$ cat src/include/adc_ctl_pkg.sv
// Constants shared by the converter control end and the CPU-side controller.
// Assumes one clock (pclk, 20 MHz) and an asynchronous active-low reset.
// How it works
// Single mode: four select bits pick one input.
// Four-scan: group from top bits, count from low.
// Eight-scan: groups 0,1; top select bit never set.
// Twelve-scan: three groups; top bit set forces next zero.
// Change time, mode, channels only while stopped.
// Control resets 0x1F; low five bits read one.
// Bit 7 enables trigger, takes over port pin.
// Trigger falling edge sets the run bit.
// Trigger edge ignored while run bit is set.
// Trigger low pulse lasts at least 1.5 clocks.
// Bit 6 picks 266 or 134 state conversion.
// Bit 5 run: write one starts, zero stops.
// Single clears run at end; scan repeats.
// Result words read as two separate bytes.
// Upper byte read also loads lower-byte latch.
// Lower byte read returns the latch.
// Software reads upper byte before lower byte.
// Word read is upper access then lower.
// Mode bits: single, four, eight, twelve scan.
// Ten-bit result stored left-justified, rest zero.
// Scan converts channels in ascending order.
// Trigger input synchronised before edge detection.
package adc_ctl_pkg;
  // Byte map on the internal eight-bit bus
  localparam int         ADDR_W          = 5;
  localparam logic [4:0] OFS_RESULT_BASE = 5'h00;  // result n: high at 2n, low at 2n+1
  localparam logic [4:0] OFS_MODE_STATUS = 5'h18;
  localparam logic [4:0] OFS_CONTROL     = 5'h19;
  localparam int         NUM_CHANNELS    = 12;
  // Field positions
  localparam int BIT_EXT_TRIG = 7;
  localparam int BIT_TIME_SEL = 6;
  localparam int BIT_RUN      = 5;
  localparam int BIT_END_FLAG = 7;
  localparam int BIT_INT_EN   = 6;
  // Values after reset
  localparam logic [7:0] CONTROL_RESET  = 8'h1F;
  localparam logic [4:0] CONTROL_RSVD   = 5'h1F;
  localparam logic [7:0] MODE_ST_RESET  = 8'h00;
  // Mode encodings
  localparam logic [1:0] MODE_SINGLE = 2'h0;
  localparam logic [1:0] MODE_SCAN4  = 2'h1;
  localparam logic [1:0] MODE_SCAN8  = 2'h2;
  localparam logic [1:0] MODE_SCAN12 = 2'h3;
  // Conversion times in states (one state is one pclk)
  localparam logic [8:0] CONV_FIRST_SLOW  = 9'd266;
  localparam logic [8:0] CONV_FIRST_FAST  = 9'd134;
  localparam logic [8:0] CONV_REPEAT_SLOW = 9'd256;
  localparam logic [8:0] CONV_REPEAT_FAST = 9'd128;
  // Trigger low pulse: 1.5 clocks, rounded up
  localparam int         TRIG_LOW_TENTHS = 15;
  localparam logic [1:0] TRIG_LOW_CYCLES = 2'((TRIG_LOW_TENTHS + 9) / 10);
  // Controller APB map
  localparam logic [7:0] APB_BYTE_ADDR = 8'h00;
  localparam logic [7:0] APB_WDATA     = 8'h04;
  localparam logic [7:0] APB_COMMAND   = 8'h08;
  localparam logic [7:0] APB_STATUS    = 8'h0C;
  localparam logic [7:0] APB_TRIGGER   = 8'h10;
endpackage

$ cat src/include/adc_bus_if.sv
// Internal eight-bit CPU bus plus the external trigger line.
// Assumes both ends share pclk; the bench joins them through this interface.
`timescale 1ns/1ps
interface adc_bus_if;
  logic [4:0] bus_addr;
  logic       bus_wr;
  logic       bus_rd;
  logic [7:0] bus_wdata;
  logic [7:0] bus_rdata;
  logic       bus_rvalid;
  logic       ext_trigger_n;
  modport device (input bus_addr, bus_wr, bus_rd, bus_wdata, ext_trigger_n,
                  output bus_rdata, bus_rvalid);
  modport host   (output bus_addr, bus_wr, bus_rd, bus_wdata, ext_trigger_n,
                  input bus_rdata, bus_rvalid);
endinterface

$ cat src/logic/adc_conv_ctl.sv
// Converter control end: mode/channel and control registers, trigger,
// channel sequencer and byte-wise result readout with a lower-byte latch.
// Assumes the analog core presents a sample on sample_data when asked.
`timescale 1ns/1ps
module adc_conv_ctl (
  // Clock and reset
  input  wire logic       pclk,
  input  wire logic       presetn,
  input  wire logic       standby,
  // CPU bus and trigger
  adc_bus_if.device       bus,
  // Analog core side
  input  wire logic [9:0] sample_data,
  output logic [3:0]      sample_channel,
  output logic            converting,
  output logic            shared_port_pin_is_trigger
);
  import adc_ctl_pkg::*;

  typedef enum logic {S_IDLE, S_CONV} conv_state_t;

  conv_state_t state;
  logic [7:0]  mode_status;
  logic        ext_trigger_enable;
  logic        conv_time_select;
  logic        conv_run;
  logic [9:0]  result [NUM_CHANNELS];
  logic [7:0]  low_latch;
  logic [8:0]  cnt;
  logic [1:0]  grp;
  logic [1:0]  idx;
  logic        trig_s1;
  logic        trig_s2;
  logic        trig_s3;
  logic        trig_fall;
  logic        wr_ctrl;
  logic        wr_mode;
  logic        conv_last;
  logic        seq_last_idx;
  logic        seq_last_grp;
  logic [1:0]  first_grp;
  logic [1:0]  last_grp;
  logic [1:0]  first_idx;
  logic [1:0]  last_idx;
  logic [3:0]  rd_chan;
  logic [9:0]  rd_word;

  wire [1:0] conv_mode = mode_status[5:4];
  wire [3:0] chan_sel  = mode_status[3:0];

  assign wr_ctrl = bus.bus_wr && bus.bus_addr == OFS_CONTROL;
  assign wr_mode = bus.bus_wr && bus.bus_addr == OFS_MODE_STATUS;
  assign shared_port_pin_is_trigger = ext_trigger_enable;
  assign converting = state == S_CONV;

  // Sequence bounds per mode
  always_comb begin
    first_grp = 2'h0;
    last_grp  = 2'h0;
    first_idx = 2'h0;
    last_idx  = chan_sel[1:0];
    unique case (conv_mode)
      MODE_SINGLE: begin
        first_grp = chan_sel[3:2];
        last_grp  = chan_sel[3:2];
        first_idx = chan_sel[1:0];
      end
      MODE_SCAN4: begin
        first_grp = chan_sel[3:2];
        last_grp  = chan_sel[3:2];
      end
      MODE_SCAN8: begin
        last_grp = 2'h1;  // group-select bit ignored
      end
      MODE_SCAN12: begin
        last_grp = 2'h2;
      end
    endcase
  end

  assign seq_last_idx = idx == last_idx;
  assign seq_last_grp = grp == last_grp;
  assign conv_last    = state == S_CONV && cnt == 9'd1;

  // Trigger synchroniser; only the second and third stages are inspected
  always_ff @(posedge pclk or negedge presetn) begin
    if (!presetn) begin
      trig_s1 <= 1'b1;
      trig_s2 <= 1'b1;
      trig_s3 <= 1'b1;
    end else begin
      trig_s1 <= bus.ext_trigger_n;
      trig_s2 <= trig_s1;
      trig_s3 <= trig_s2;
    end
  end
  assign trig_fall = trig_s3 && !trig_s2;

  // Mode/status register; end flag set beats a software clear
  always_ff @(posedge pclk or negedge presetn) begin
    if (!presetn) begin
      mode_status <= MODE_ST_RESET;
    end else if (standby) begin
      mode_status <= MODE_ST_RESET;
    end else begin
      if (wr_mode) begin
        mode_status[6:0] <= bus.bus_wdata[6:0];
        if (!bus.bus_wdata[BIT_END_FLAG]) begin
          mode_status[BIT_END_FLAG] <= 1'b0;
        end
      end
      if (conv_last && seq_last_idx && seq_last_grp) begin
        mode_status[BIT_END_FLAG] <= 1'b1;
      end
    end
  end

  // Control register: trigger enable and time select
  always_ff @(posedge pclk or negedge presetn) begin
    if (!presetn) begin
      ext_trigger_enable <= CONTROL_RESET[BIT_EXT_TRIG];
      conv_time_select   <= CONTROL_RESET[BIT_TIME_SEL];
    end else if (standby) begin
      ext_trigger_enable <= CONTROL_RESET[BIT_EXT_TRIG];
      conv_time_select   <= CONTROL_RESET[BIT_TIME_SEL];
    end else if (wr_ctrl) begin
      ext_trigger_enable <= bus.bus_wdata[BIT_EXT_TRIG];
      conv_time_select   <= bus.bus_wdata[BIT_TIME_SEL];
    end
  end

  // Run bit: software write first, then trigger, then single-mode end
  always_ff @(posedge pclk or negedge presetn) begin
    if (!presetn) begin
      conv_run <= CONTROL_RESET[BIT_RUN];
    end else if (standby) begin
      conv_run <= CONTROL_RESET[BIT_RUN];
    end else if (wr_ctrl) begin
      conv_run <= bus.bus_wdata[BIT_RUN];
    end else if (ext_trigger_enable && trig_fall && !conv_run) begin
      conv_run <= 1'b1;  // edges while running are dropped
    end else if (conv_last && conv_mode == MODE_SINGLE) begin
      conv_run <= 1'b0;
    end
  end

  // Channel sequencer and conversion timer
  always_ff @(posedge pclk or negedge presetn) begin
    if (!presetn) begin
      state <= S_IDLE;
      cnt   <= 9'd0;
      grp   <= 2'h0;
      idx   <= 2'h0;
    end else if (standby || !conv_run) begin
      state <= S_IDLE;  // clearing run stops even a scan
      cnt   <= 9'd0;
    end else if (state == S_IDLE) begin
      state <= S_CONV;
      grp   <= first_grp;
      idx   <= first_idx;
      cnt   <= conv_time_select ? CONV_FIRST_FAST : CONV_FIRST_SLOW;
    end else if (cnt != 9'd1) begin
      cnt <= cnt - 9'd1;
    end else if (conv_mode == MODE_SINGLE) begin
      state <= S_IDLE;
    end else begin
      // Ascending order: index within group, then next group
      cnt <= conv_time_select ? CONV_REPEAT_FAST : CONV_REPEAT_SLOW;
      if (!seq_last_idx) begin
        idx <= idx + 2'h1;
      end else begin
        idx <= 2'h0;
        grp <= seq_last_grp ? first_grp : grp + 2'h1;  // rerun the set
      end
    end
  end
  assign sample_channel = {grp, idx};

  // Result store; a sample whose index is twelve or more is not stored
  always_ff @(posedge pclk or negedge presetn) begin
    if (!presetn) begin
      for (int i = 0; i < NUM_CHANNELS; i++) begin
        result[i] <= 10'h000;
      end
    end else if (standby) begin
      for (int i = 0; i < NUM_CHANNELS; i++) begin
        result[i] <= 10'h000;
      end
    end else if (conv_last && sample_channel < 4'(NUM_CHANNELS)) begin
      result[sample_channel] <= sample_data;
    end
  end

  assign rd_chan = bus.bus_addr[4:1];
  assign rd_word = (rd_chan < 4'(NUM_CHANNELS)) ? result[rd_chan] : 10'h000;

  // Lower-byte latch loaded by an upper-byte read
  always_ff @(posedge pclk or negedge presetn) begin
    if (!presetn) begin
      low_latch <= 8'h00;
    end else if (bus.bus_rd && bus.bus_addr < OFS_MODE_STATUS && !bus.bus_addr[0]) begin
      low_latch <= {rd_word[1:0], 6'h00};
    end
  end

  // Read data, one cycle after the strobe; unmapped reads return zero
  always_ff @(posedge pclk or negedge presetn) begin
    if (!presetn) begin
      bus.bus_rdata  <= 8'h00;
      bus.bus_rvalid <= 1'b0;
    end else begin
      bus.bus_rvalid <= bus.bus_rd;
      if (bus.bus_rd) begin
        if (bus.bus_addr == OFS_CONTROL) begin
          bus.bus_rdata <= {ext_trigger_enable, conv_time_select, conv_run,
                            CONTROL_RSVD};
        end else if (bus.bus_addr == OFS_MODE_STATUS) begin
          bus.bus_rdata <= mode_status;
        end else if (bus.bus_addr > OFS_CONTROL) begin
          bus.bus_rdata <= 8'h00;
        end else if (!bus.bus_addr[0]) begin
          bus.bus_rdata <= rd_word[9:2];
        end else begin
          bus.bus_rdata <= low_latch;
        end
      end
    end
  end
endmodule

$ cat src/flat_wrapper.sv
// flat-port wrapper written by rule: the top's interface ports become plain ports
module adc_conv_ctl_flat import adc_ctl_pkg::*;
  (pclk, presetn, standby, sample_data, sample_channel, converting, shared_port_pin_is_trigger, bus_bus_addr, bus_bus_wr, bus_bus_rd, bus_bus_wdata, bus_ext_trigger_n, bus_bus_rdata, bus_bus_rvalid);
  adc_bus_if bus_i ();
  input  wire logic pclk;
  input  wire logic presetn;
  input  wire logic standby;
  input  wire logic [9:0] sample_data;
  output logic [3:0] sample_channel;
  output logic converting;
  output logic shared_port_pin_is_trigger;
  input wire logic [$bits(bus_i.bus_addr)-1:0] bus_bus_addr;
  input wire logic [$bits(bus_i.bus_wr)-1:0] bus_bus_wr;
  input wire logic [$bits(bus_i.bus_rd)-1:0] bus_bus_rd;
  input wire logic [$bits(bus_i.bus_wdata)-1:0] bus_bus_wdata;
  input wire logic [$bits(bus_i.ext_trigger_n)-1:0] bus_ext_trigger_n;
  output wire logic [$bits(bus_i.bus_rdata)-1:0] bus_bus_rdata;
  output wire logic [$bits(bus_i.bus_rvalid)-1:0] bus_bus_rvalid;
  assign bus_i.bus_addr = bus_bus_addr;
  assign bus_i.bus_wr = bus_bus_wr;
  assign bus_i.bus_rd = bus_bus_rd;
  assign bus_i.bus_wdata = bus_bus_wdata;
  assign bus_i.ext_trigger_n = bus_ext_trigger_n;
  assign bus_bus_rdata = bus_i.bus_rdata;
  assign bus_bus_rvalid = bus_i.bus_rvalid;
  adc_conv_ctl u_core (.pclk(pclk), .presetn(presetn), .standby(standby), .bus(bus_i), .sample_data(sample_data), .sample_channel(sample_channel), .converting(converting), .shared_port_pin_is_trigger(shared_port_pin_is_trigger));
endmodule
$ cat config.mk
export PLATFORM = sky130hd
export DESIGN_NAME = adc_conv_ctl_flat
export DESIGN_NICKNAME = d
export VERILOG_FILES = /design/src/include/adc_ctl_pkg.sv /design/src/include/adc_bus_if.sv /design/src/logic/adc_conv_ctl.sv /design/src/flat_wrapper.sv
export SDC_FILE = /design/constraint.sdc
export NUM_CORES = 1
export LEC_CHECK = 0
export BUFFER_PORTS_ARGS = -buffer_cell sky130_fd_sc_hd__buf_2
export CAP_MARGIN = 15
export CORE_ASPECT_RATIO = 0.9
export CORE_MARGIN = 2
export CORE_UTILIZATION = 56
export DETAILED_ROUTE_END_ITERATION = 12
export GPL_TIMING_DRIVEN = 0
export PLACE_DENSITY = 0.74
export SLEW_MARGIN = 5
export SYNTH_ARGS = -nofsm -noshare
export SYNTH_HDL_FRONTEND = slang
export SYNTH_SLANG_ARGS = --single-unit
export TNS_END_PERCENT = 1
$ cat constraint.sdc
create_clock -name pclk -period 2.94 [get_ports pclk]
set_input_delay 0.294 -clock pclk [delete_from_list [all_inputs] [get_ports pclk]]
set_output_delay 0.294 -clock pclk [all_outputs]
set_load 0.01 [all_outputs]
==> parameters.txt <==
Parameter                              Value

Power
  Pint    3.54 mW
  Power density over the cells    524 nW/um^2
  Max VDD drop    445 uV
  Switching power of the nets    1.25 mW
  Relative contribution of combinational cells to total power    7.8%
  Sw Ratio    between 20% and 30%
  Register share of total power    46.9%
  Lkg Pwr    approximately 4.8 nW
  Proportion of power drawn by the clock network    45.3%

Yosys
  Combined area of all synthesized cells    8060 um^2
  Fraction of registers with async set or reset after synthesis    100%
  Post-synth EDFFs    0
  Number of nets produced by synthesis    810
  Number of instances in the synthesized netlist    771
  Seq/Total Area, Yosys    49.4%
  Number of warnings printed during yosys synthesis    0
  Synthesized area per cell    10.4 um^2
  Prevailing post-synth register cell    dfrtp_1
  Count of distinct cell types in the synthesized netlist    47
  FF+latch count, synth    159

Clocking
  Clock insertion delay at the later pin of the skew report    0.44 ns
  CTS buffer count    17
  Clock tree root buffer cell    clkbuf_16
  CTS sink cnt    159
  Clock transition at the registers of the reported paths    0.07 ns
  CTS tree    yes
  Maximum root-to-sink buffer count    2
  Number of gates resized after CTS    0
  Number of levels the H-tree was split into    4

STA
  Final hold violation count    0
  Final count of negative-setup-slack endpoints    0
  Worst clock skew on the final layout    0.0113 ns
  Final total negative setup slack    0 ns
  Fraction of the cycle the final worst path needs    87.9%
  Minimum period implied by the final worst setup slack    approximately 2.6 ns
  Maximum frequency from static timing analysis    0.387 GHz
  Rel. slew slack    46.9%
  RSZ-0062 raised after global routing    no
  Transition at the pin with the smallest max-transition slack    ~0.80 ns
  Pins over their slew limit    0

Die
  Core area    approximately 14000 um^2
  Initial standard-cell utilization of the core    57.3%
  Horizontal die dimension    130 um
  Die height    around 120 um
  Die outline area    roughly 15000 um^2
  Floorplan row count    41
  I/O pin cnt    44

Global route
  Vias in the first global route    6516
  First-pass GRT wire length    35400 um
  Antenna violations before repair    0
  GR Overflow Total    0
  Maximum number of pins on one net before global-route repair    92
  Total track usage    30.8%

Critical path
  Slowest CP cell    nor4_4
  Worst r2r path cells    7
  Required time of the critical path    3.22 ns
  Arrival time at the worst endpoint    2.87 ns
  Stage delay of the slowest cell on the critical path    around 0.60 ns
  Endpoint of the worst-slack reg-to-reg timing path    u_core.result[13]
  Number of buffers and inverters on the critical path    1
  R2r startpoint    u_core.cnt[1]
  Worst setup slack for register-to-register paths    around 0.36 ns
  Startpoint type of the worst setup path    register
  Critical-path cell list    inv_1 -> ha_1 -> or4b_1 -> nor4_4 -> nand2_2 -> nand2_1 -> a21oi_1
  Maximum fanout encountered on the critical timing path    10
  Crit end category    register
  Kind of critical path    register to register
  Category of cells accounting for the largest share of critical-path delay    simple AND/OR/NAND/NOR gates

Final layout
  Sequential cell area    3980 um^2
  Area growth, synth to finish    13.2%
  Antenna diode instance count    0
  Fillers    1150
  Total area of multi-input combinational cells    3690 um^2
  Count of nets after finishing    870
  Fraction of layout instances using a drive strength above 1    about 15%
  Layout Utilization    64.9%

Routing
  Final routed wire length divided by cell count    approximately 21 um
  Number of antenna-violating nets in the routed design    0
  Total Routed Length    22300 um
  Via count    6374
  DRC marker count from the first detailed-route iteration    638
  First drt pass iteration count    7
  Count of unresolved DRC violations after routing    0
  Vias per inst    6.15

Placement
  Final RePlAce weighted congestion    about 0.95
  IO buf count    37
  Post-DP HPWL    roughly 16000 um

Worst hold path
  Hold path endpoint    u_core.mode_status[3]
  Worst Hold Class    input pin to register
  Hold Path Origin    bus_bus_wdata[3]
  Number of instances on the worst hold path    3

Run status
  Outcome    completed

Run
  Number of violations of the max-capacitance limit    0
==> state kept, by name, indices dropped and copies added (netlist names), 2 cells and up <==
register	count
u_core.bus.bus_rdata	8
u_core.cnt	9
u_core.mode_status	8
u_core.result	120
u_core.grp	2
u_core.idx	2
u_core.low_latch	2
==> synth_stat cells (2+ instances only) <==
| library cell | n | share of area [%] |
|---|---|---|
| dfrtp_1 | 156 | 48 |
| mux2i_1 | 131 | 16 |
| nor2_1 | 126 | 5.9 |
| nand2_1 | 60 | 2.8 |
| a21oi_1 | 45 | 2.8 |
| nand3_1 | 36 | 2.2 |
| clkbuf_1 | 26 | 1.2 |
| nand4_1 | 18 | 1.4 |
| o21ai_0 | 15 | 0.93 |
| mux4_2 | 14 | 3.9 |
| buf_2 | 13 | 0.81 |
| clkbuf_4 | 10 | 0.93 |
| ha_1 | 10 | 1.6 |
| inv_1 | 10 | 0.47 |
| a22oi_1 | 9 | 0.84 |
| buf_4 | 9 | 0.84 |
| nand2b_1 | 9 | 0.70 |
| nor2b_1 | 6 | 0.47 |
| nor3_1 | 6 | 0.37 |
| xor2_1 | 6 | 0.65 |
| a41oi_1 | 5 | 0.54 |
| xnor2_1 | 4 | 0.43 |
| a211oi_1 | 3 | 0.28 |
| buf_6 | 3 | 0.42 |
| dfstp_2 | 3 | 0.98 |
| mux2_2 | 3 | 0.42 |
| nand2_2 | 3 | 0.23 |
| o21a_1 | 3 | 0.28 |
| or3_1 | 3 | 0.23 |
| a31oi_1 | 2 | 0.16 |
| and2_1 | 2 | 0.16 |
| and3b_1 | 2 | 0.22 |
| nor3b_1 | 2 | 0.19 |
| nor4bb_1 | 2 | 0.25 |
| o2111ai_1 | 2 | 0.22 |
| o211a_1 | 2 | 0.25 |
| o31ai_1 | 2 | 0.19 |
==> worst min-delay path: stages <==
cell	delay, ns
buf_2	0.08
mux2i_1	0.06
nor2_1	0.08
==> area by class of cell <==
| cell class | instances | share of cell area, % |
|---|---|---|
| Inverter | 10 | 0.411 |
| Tap cell | 193 | 2.65 |
| Clock buffer | 19 | 4.85 |
| Sequential cell | 159 | 43.7 |
| Multi-Input combinational cell | 540 | 40.5 |
| Clock inverter | 13 | 1.43 |
| Buffer | 62 | 3.76 |
| Timing Repair Buffer | 41 | 2.77 |
==> stage by stage <==
step                setup WS, ns  instance area [um^2]  cells  total power, mW  hold slack (ns)
global placement          -0.737                  8480   1001             2.63            0.350
floorplan                  0.893                  8060    771             2.47         -0.00159
finish                     0.356                  9120   1037             4.79            0.108
global route               0.249                  9120   1037             4.93            0.130
CTS                        0.388                  9120   1037             4.78            0.111
detailed placement         0.458                  8520   1002             2.65            0.288
==> how the worst max path moves through the flow <==
| stage | cells past startpoint | to | from | slack (ns) |
|---|---|---|---|---|
| finish | 7 | u_core.result[13] | u_core.cnt[1] | 0.36 |
| global route | 7 | u_core.result[13] | u_core.cnt[1] | 0.25 |
| CTS | 7 | u_core.result[13] | u_core.cnt[1] | 0.39 |
| detailed placement | 7 | u_core.result[56] | u_core.cnt[1] | 0.46 |
| global placement | 1 | u_core.result[66] | presetn | -0.74 |
| floorplan | 9 | u_core.result[0] | u_core.cnt[1] | 0.89 |
==> placed cells by master, fill, tap and decap left out, types with 4 or more instances in the layout <==
| cell type | Yosys | layout |
|---|---|---|
| inv_1 | 10 | 10 |
| nand3_1 | 36 | 36 |
| nand2b_1 | 9 | 9 |
| dfrtp_1 | 156 | 156 |
| a41oi_1 | 5 | 5 |
| clkbuf_1 | 26 | 27 |
| nor2b_1 | 6 | 6 |
| a22oi_1 | 9 | 9 |
| nand4_1 | 18 | 18 |
| xnor2_1 | 4 | 4 |
| clkbuf_16 | 0 | 17 |
| nand2_1 | 60 | 60 |
| nor2_1 | 126 | 126 |
| clkbuf_4 | 10 | 10 |
| ha_1 | 10 | 10 |
| inv_6 | 0 | 4 |
| mux2i_1 | 131 | 131 |
| mux4_2 | 14 | 14 |
| nor3_1 | 6 | 6 |
| xor2_1 | 6 | 6 |
| a21oi_1 | 45 | 45 |
| buf_4 | 9 | 9 |
| buf_2 | 13 | 49 |
| o21ai_0 | 15 | 15 |
==> power groups by stage <==
stage | logic [mW] | clock network (mW) | registers (mW)
2_1_floorplan | 0.186 | 0 | 2.29
3_3_place_gp | 0.352 | 0 | 2.28
3_5_place_dp | 0.364 | 0 | 2.28
4_1_cts | 0.371 | 2.17 | 2.24
5_1_grt | 0.407 | 2.28 | 2.24
6_report | 0.374 | 2.17 | 2.24
==> kinds of logic after synthesis <==
family,after synthesis,share of synthesized area (%)
AND/OR/NAND/NOR,281,15.8
buffers and inverters,72,4.72
XOR/XNOR,10,1.09
AO/OA/AOI/OAI,91,6.76
flip-flops,159,49.4
adder cells (fa/ha/maj),10,1.55
multiplexers,148,20.6
==> routing by layer <==
metal  up-vias  track usage, %  routed length (um)
met4         0            11.0                 650
met5         -               0                   0
li1       2805               -                   -
met2       309            46.8               10300
met1      3207            42.6                9460
met3        53            8.45                1880
==> repair_timing <==
item,in CTS,in global routing
hold buffers,3,0
setup buffers,0,0
hold endpoints to repair,67,0
Power figures use the tool's default switching activity.
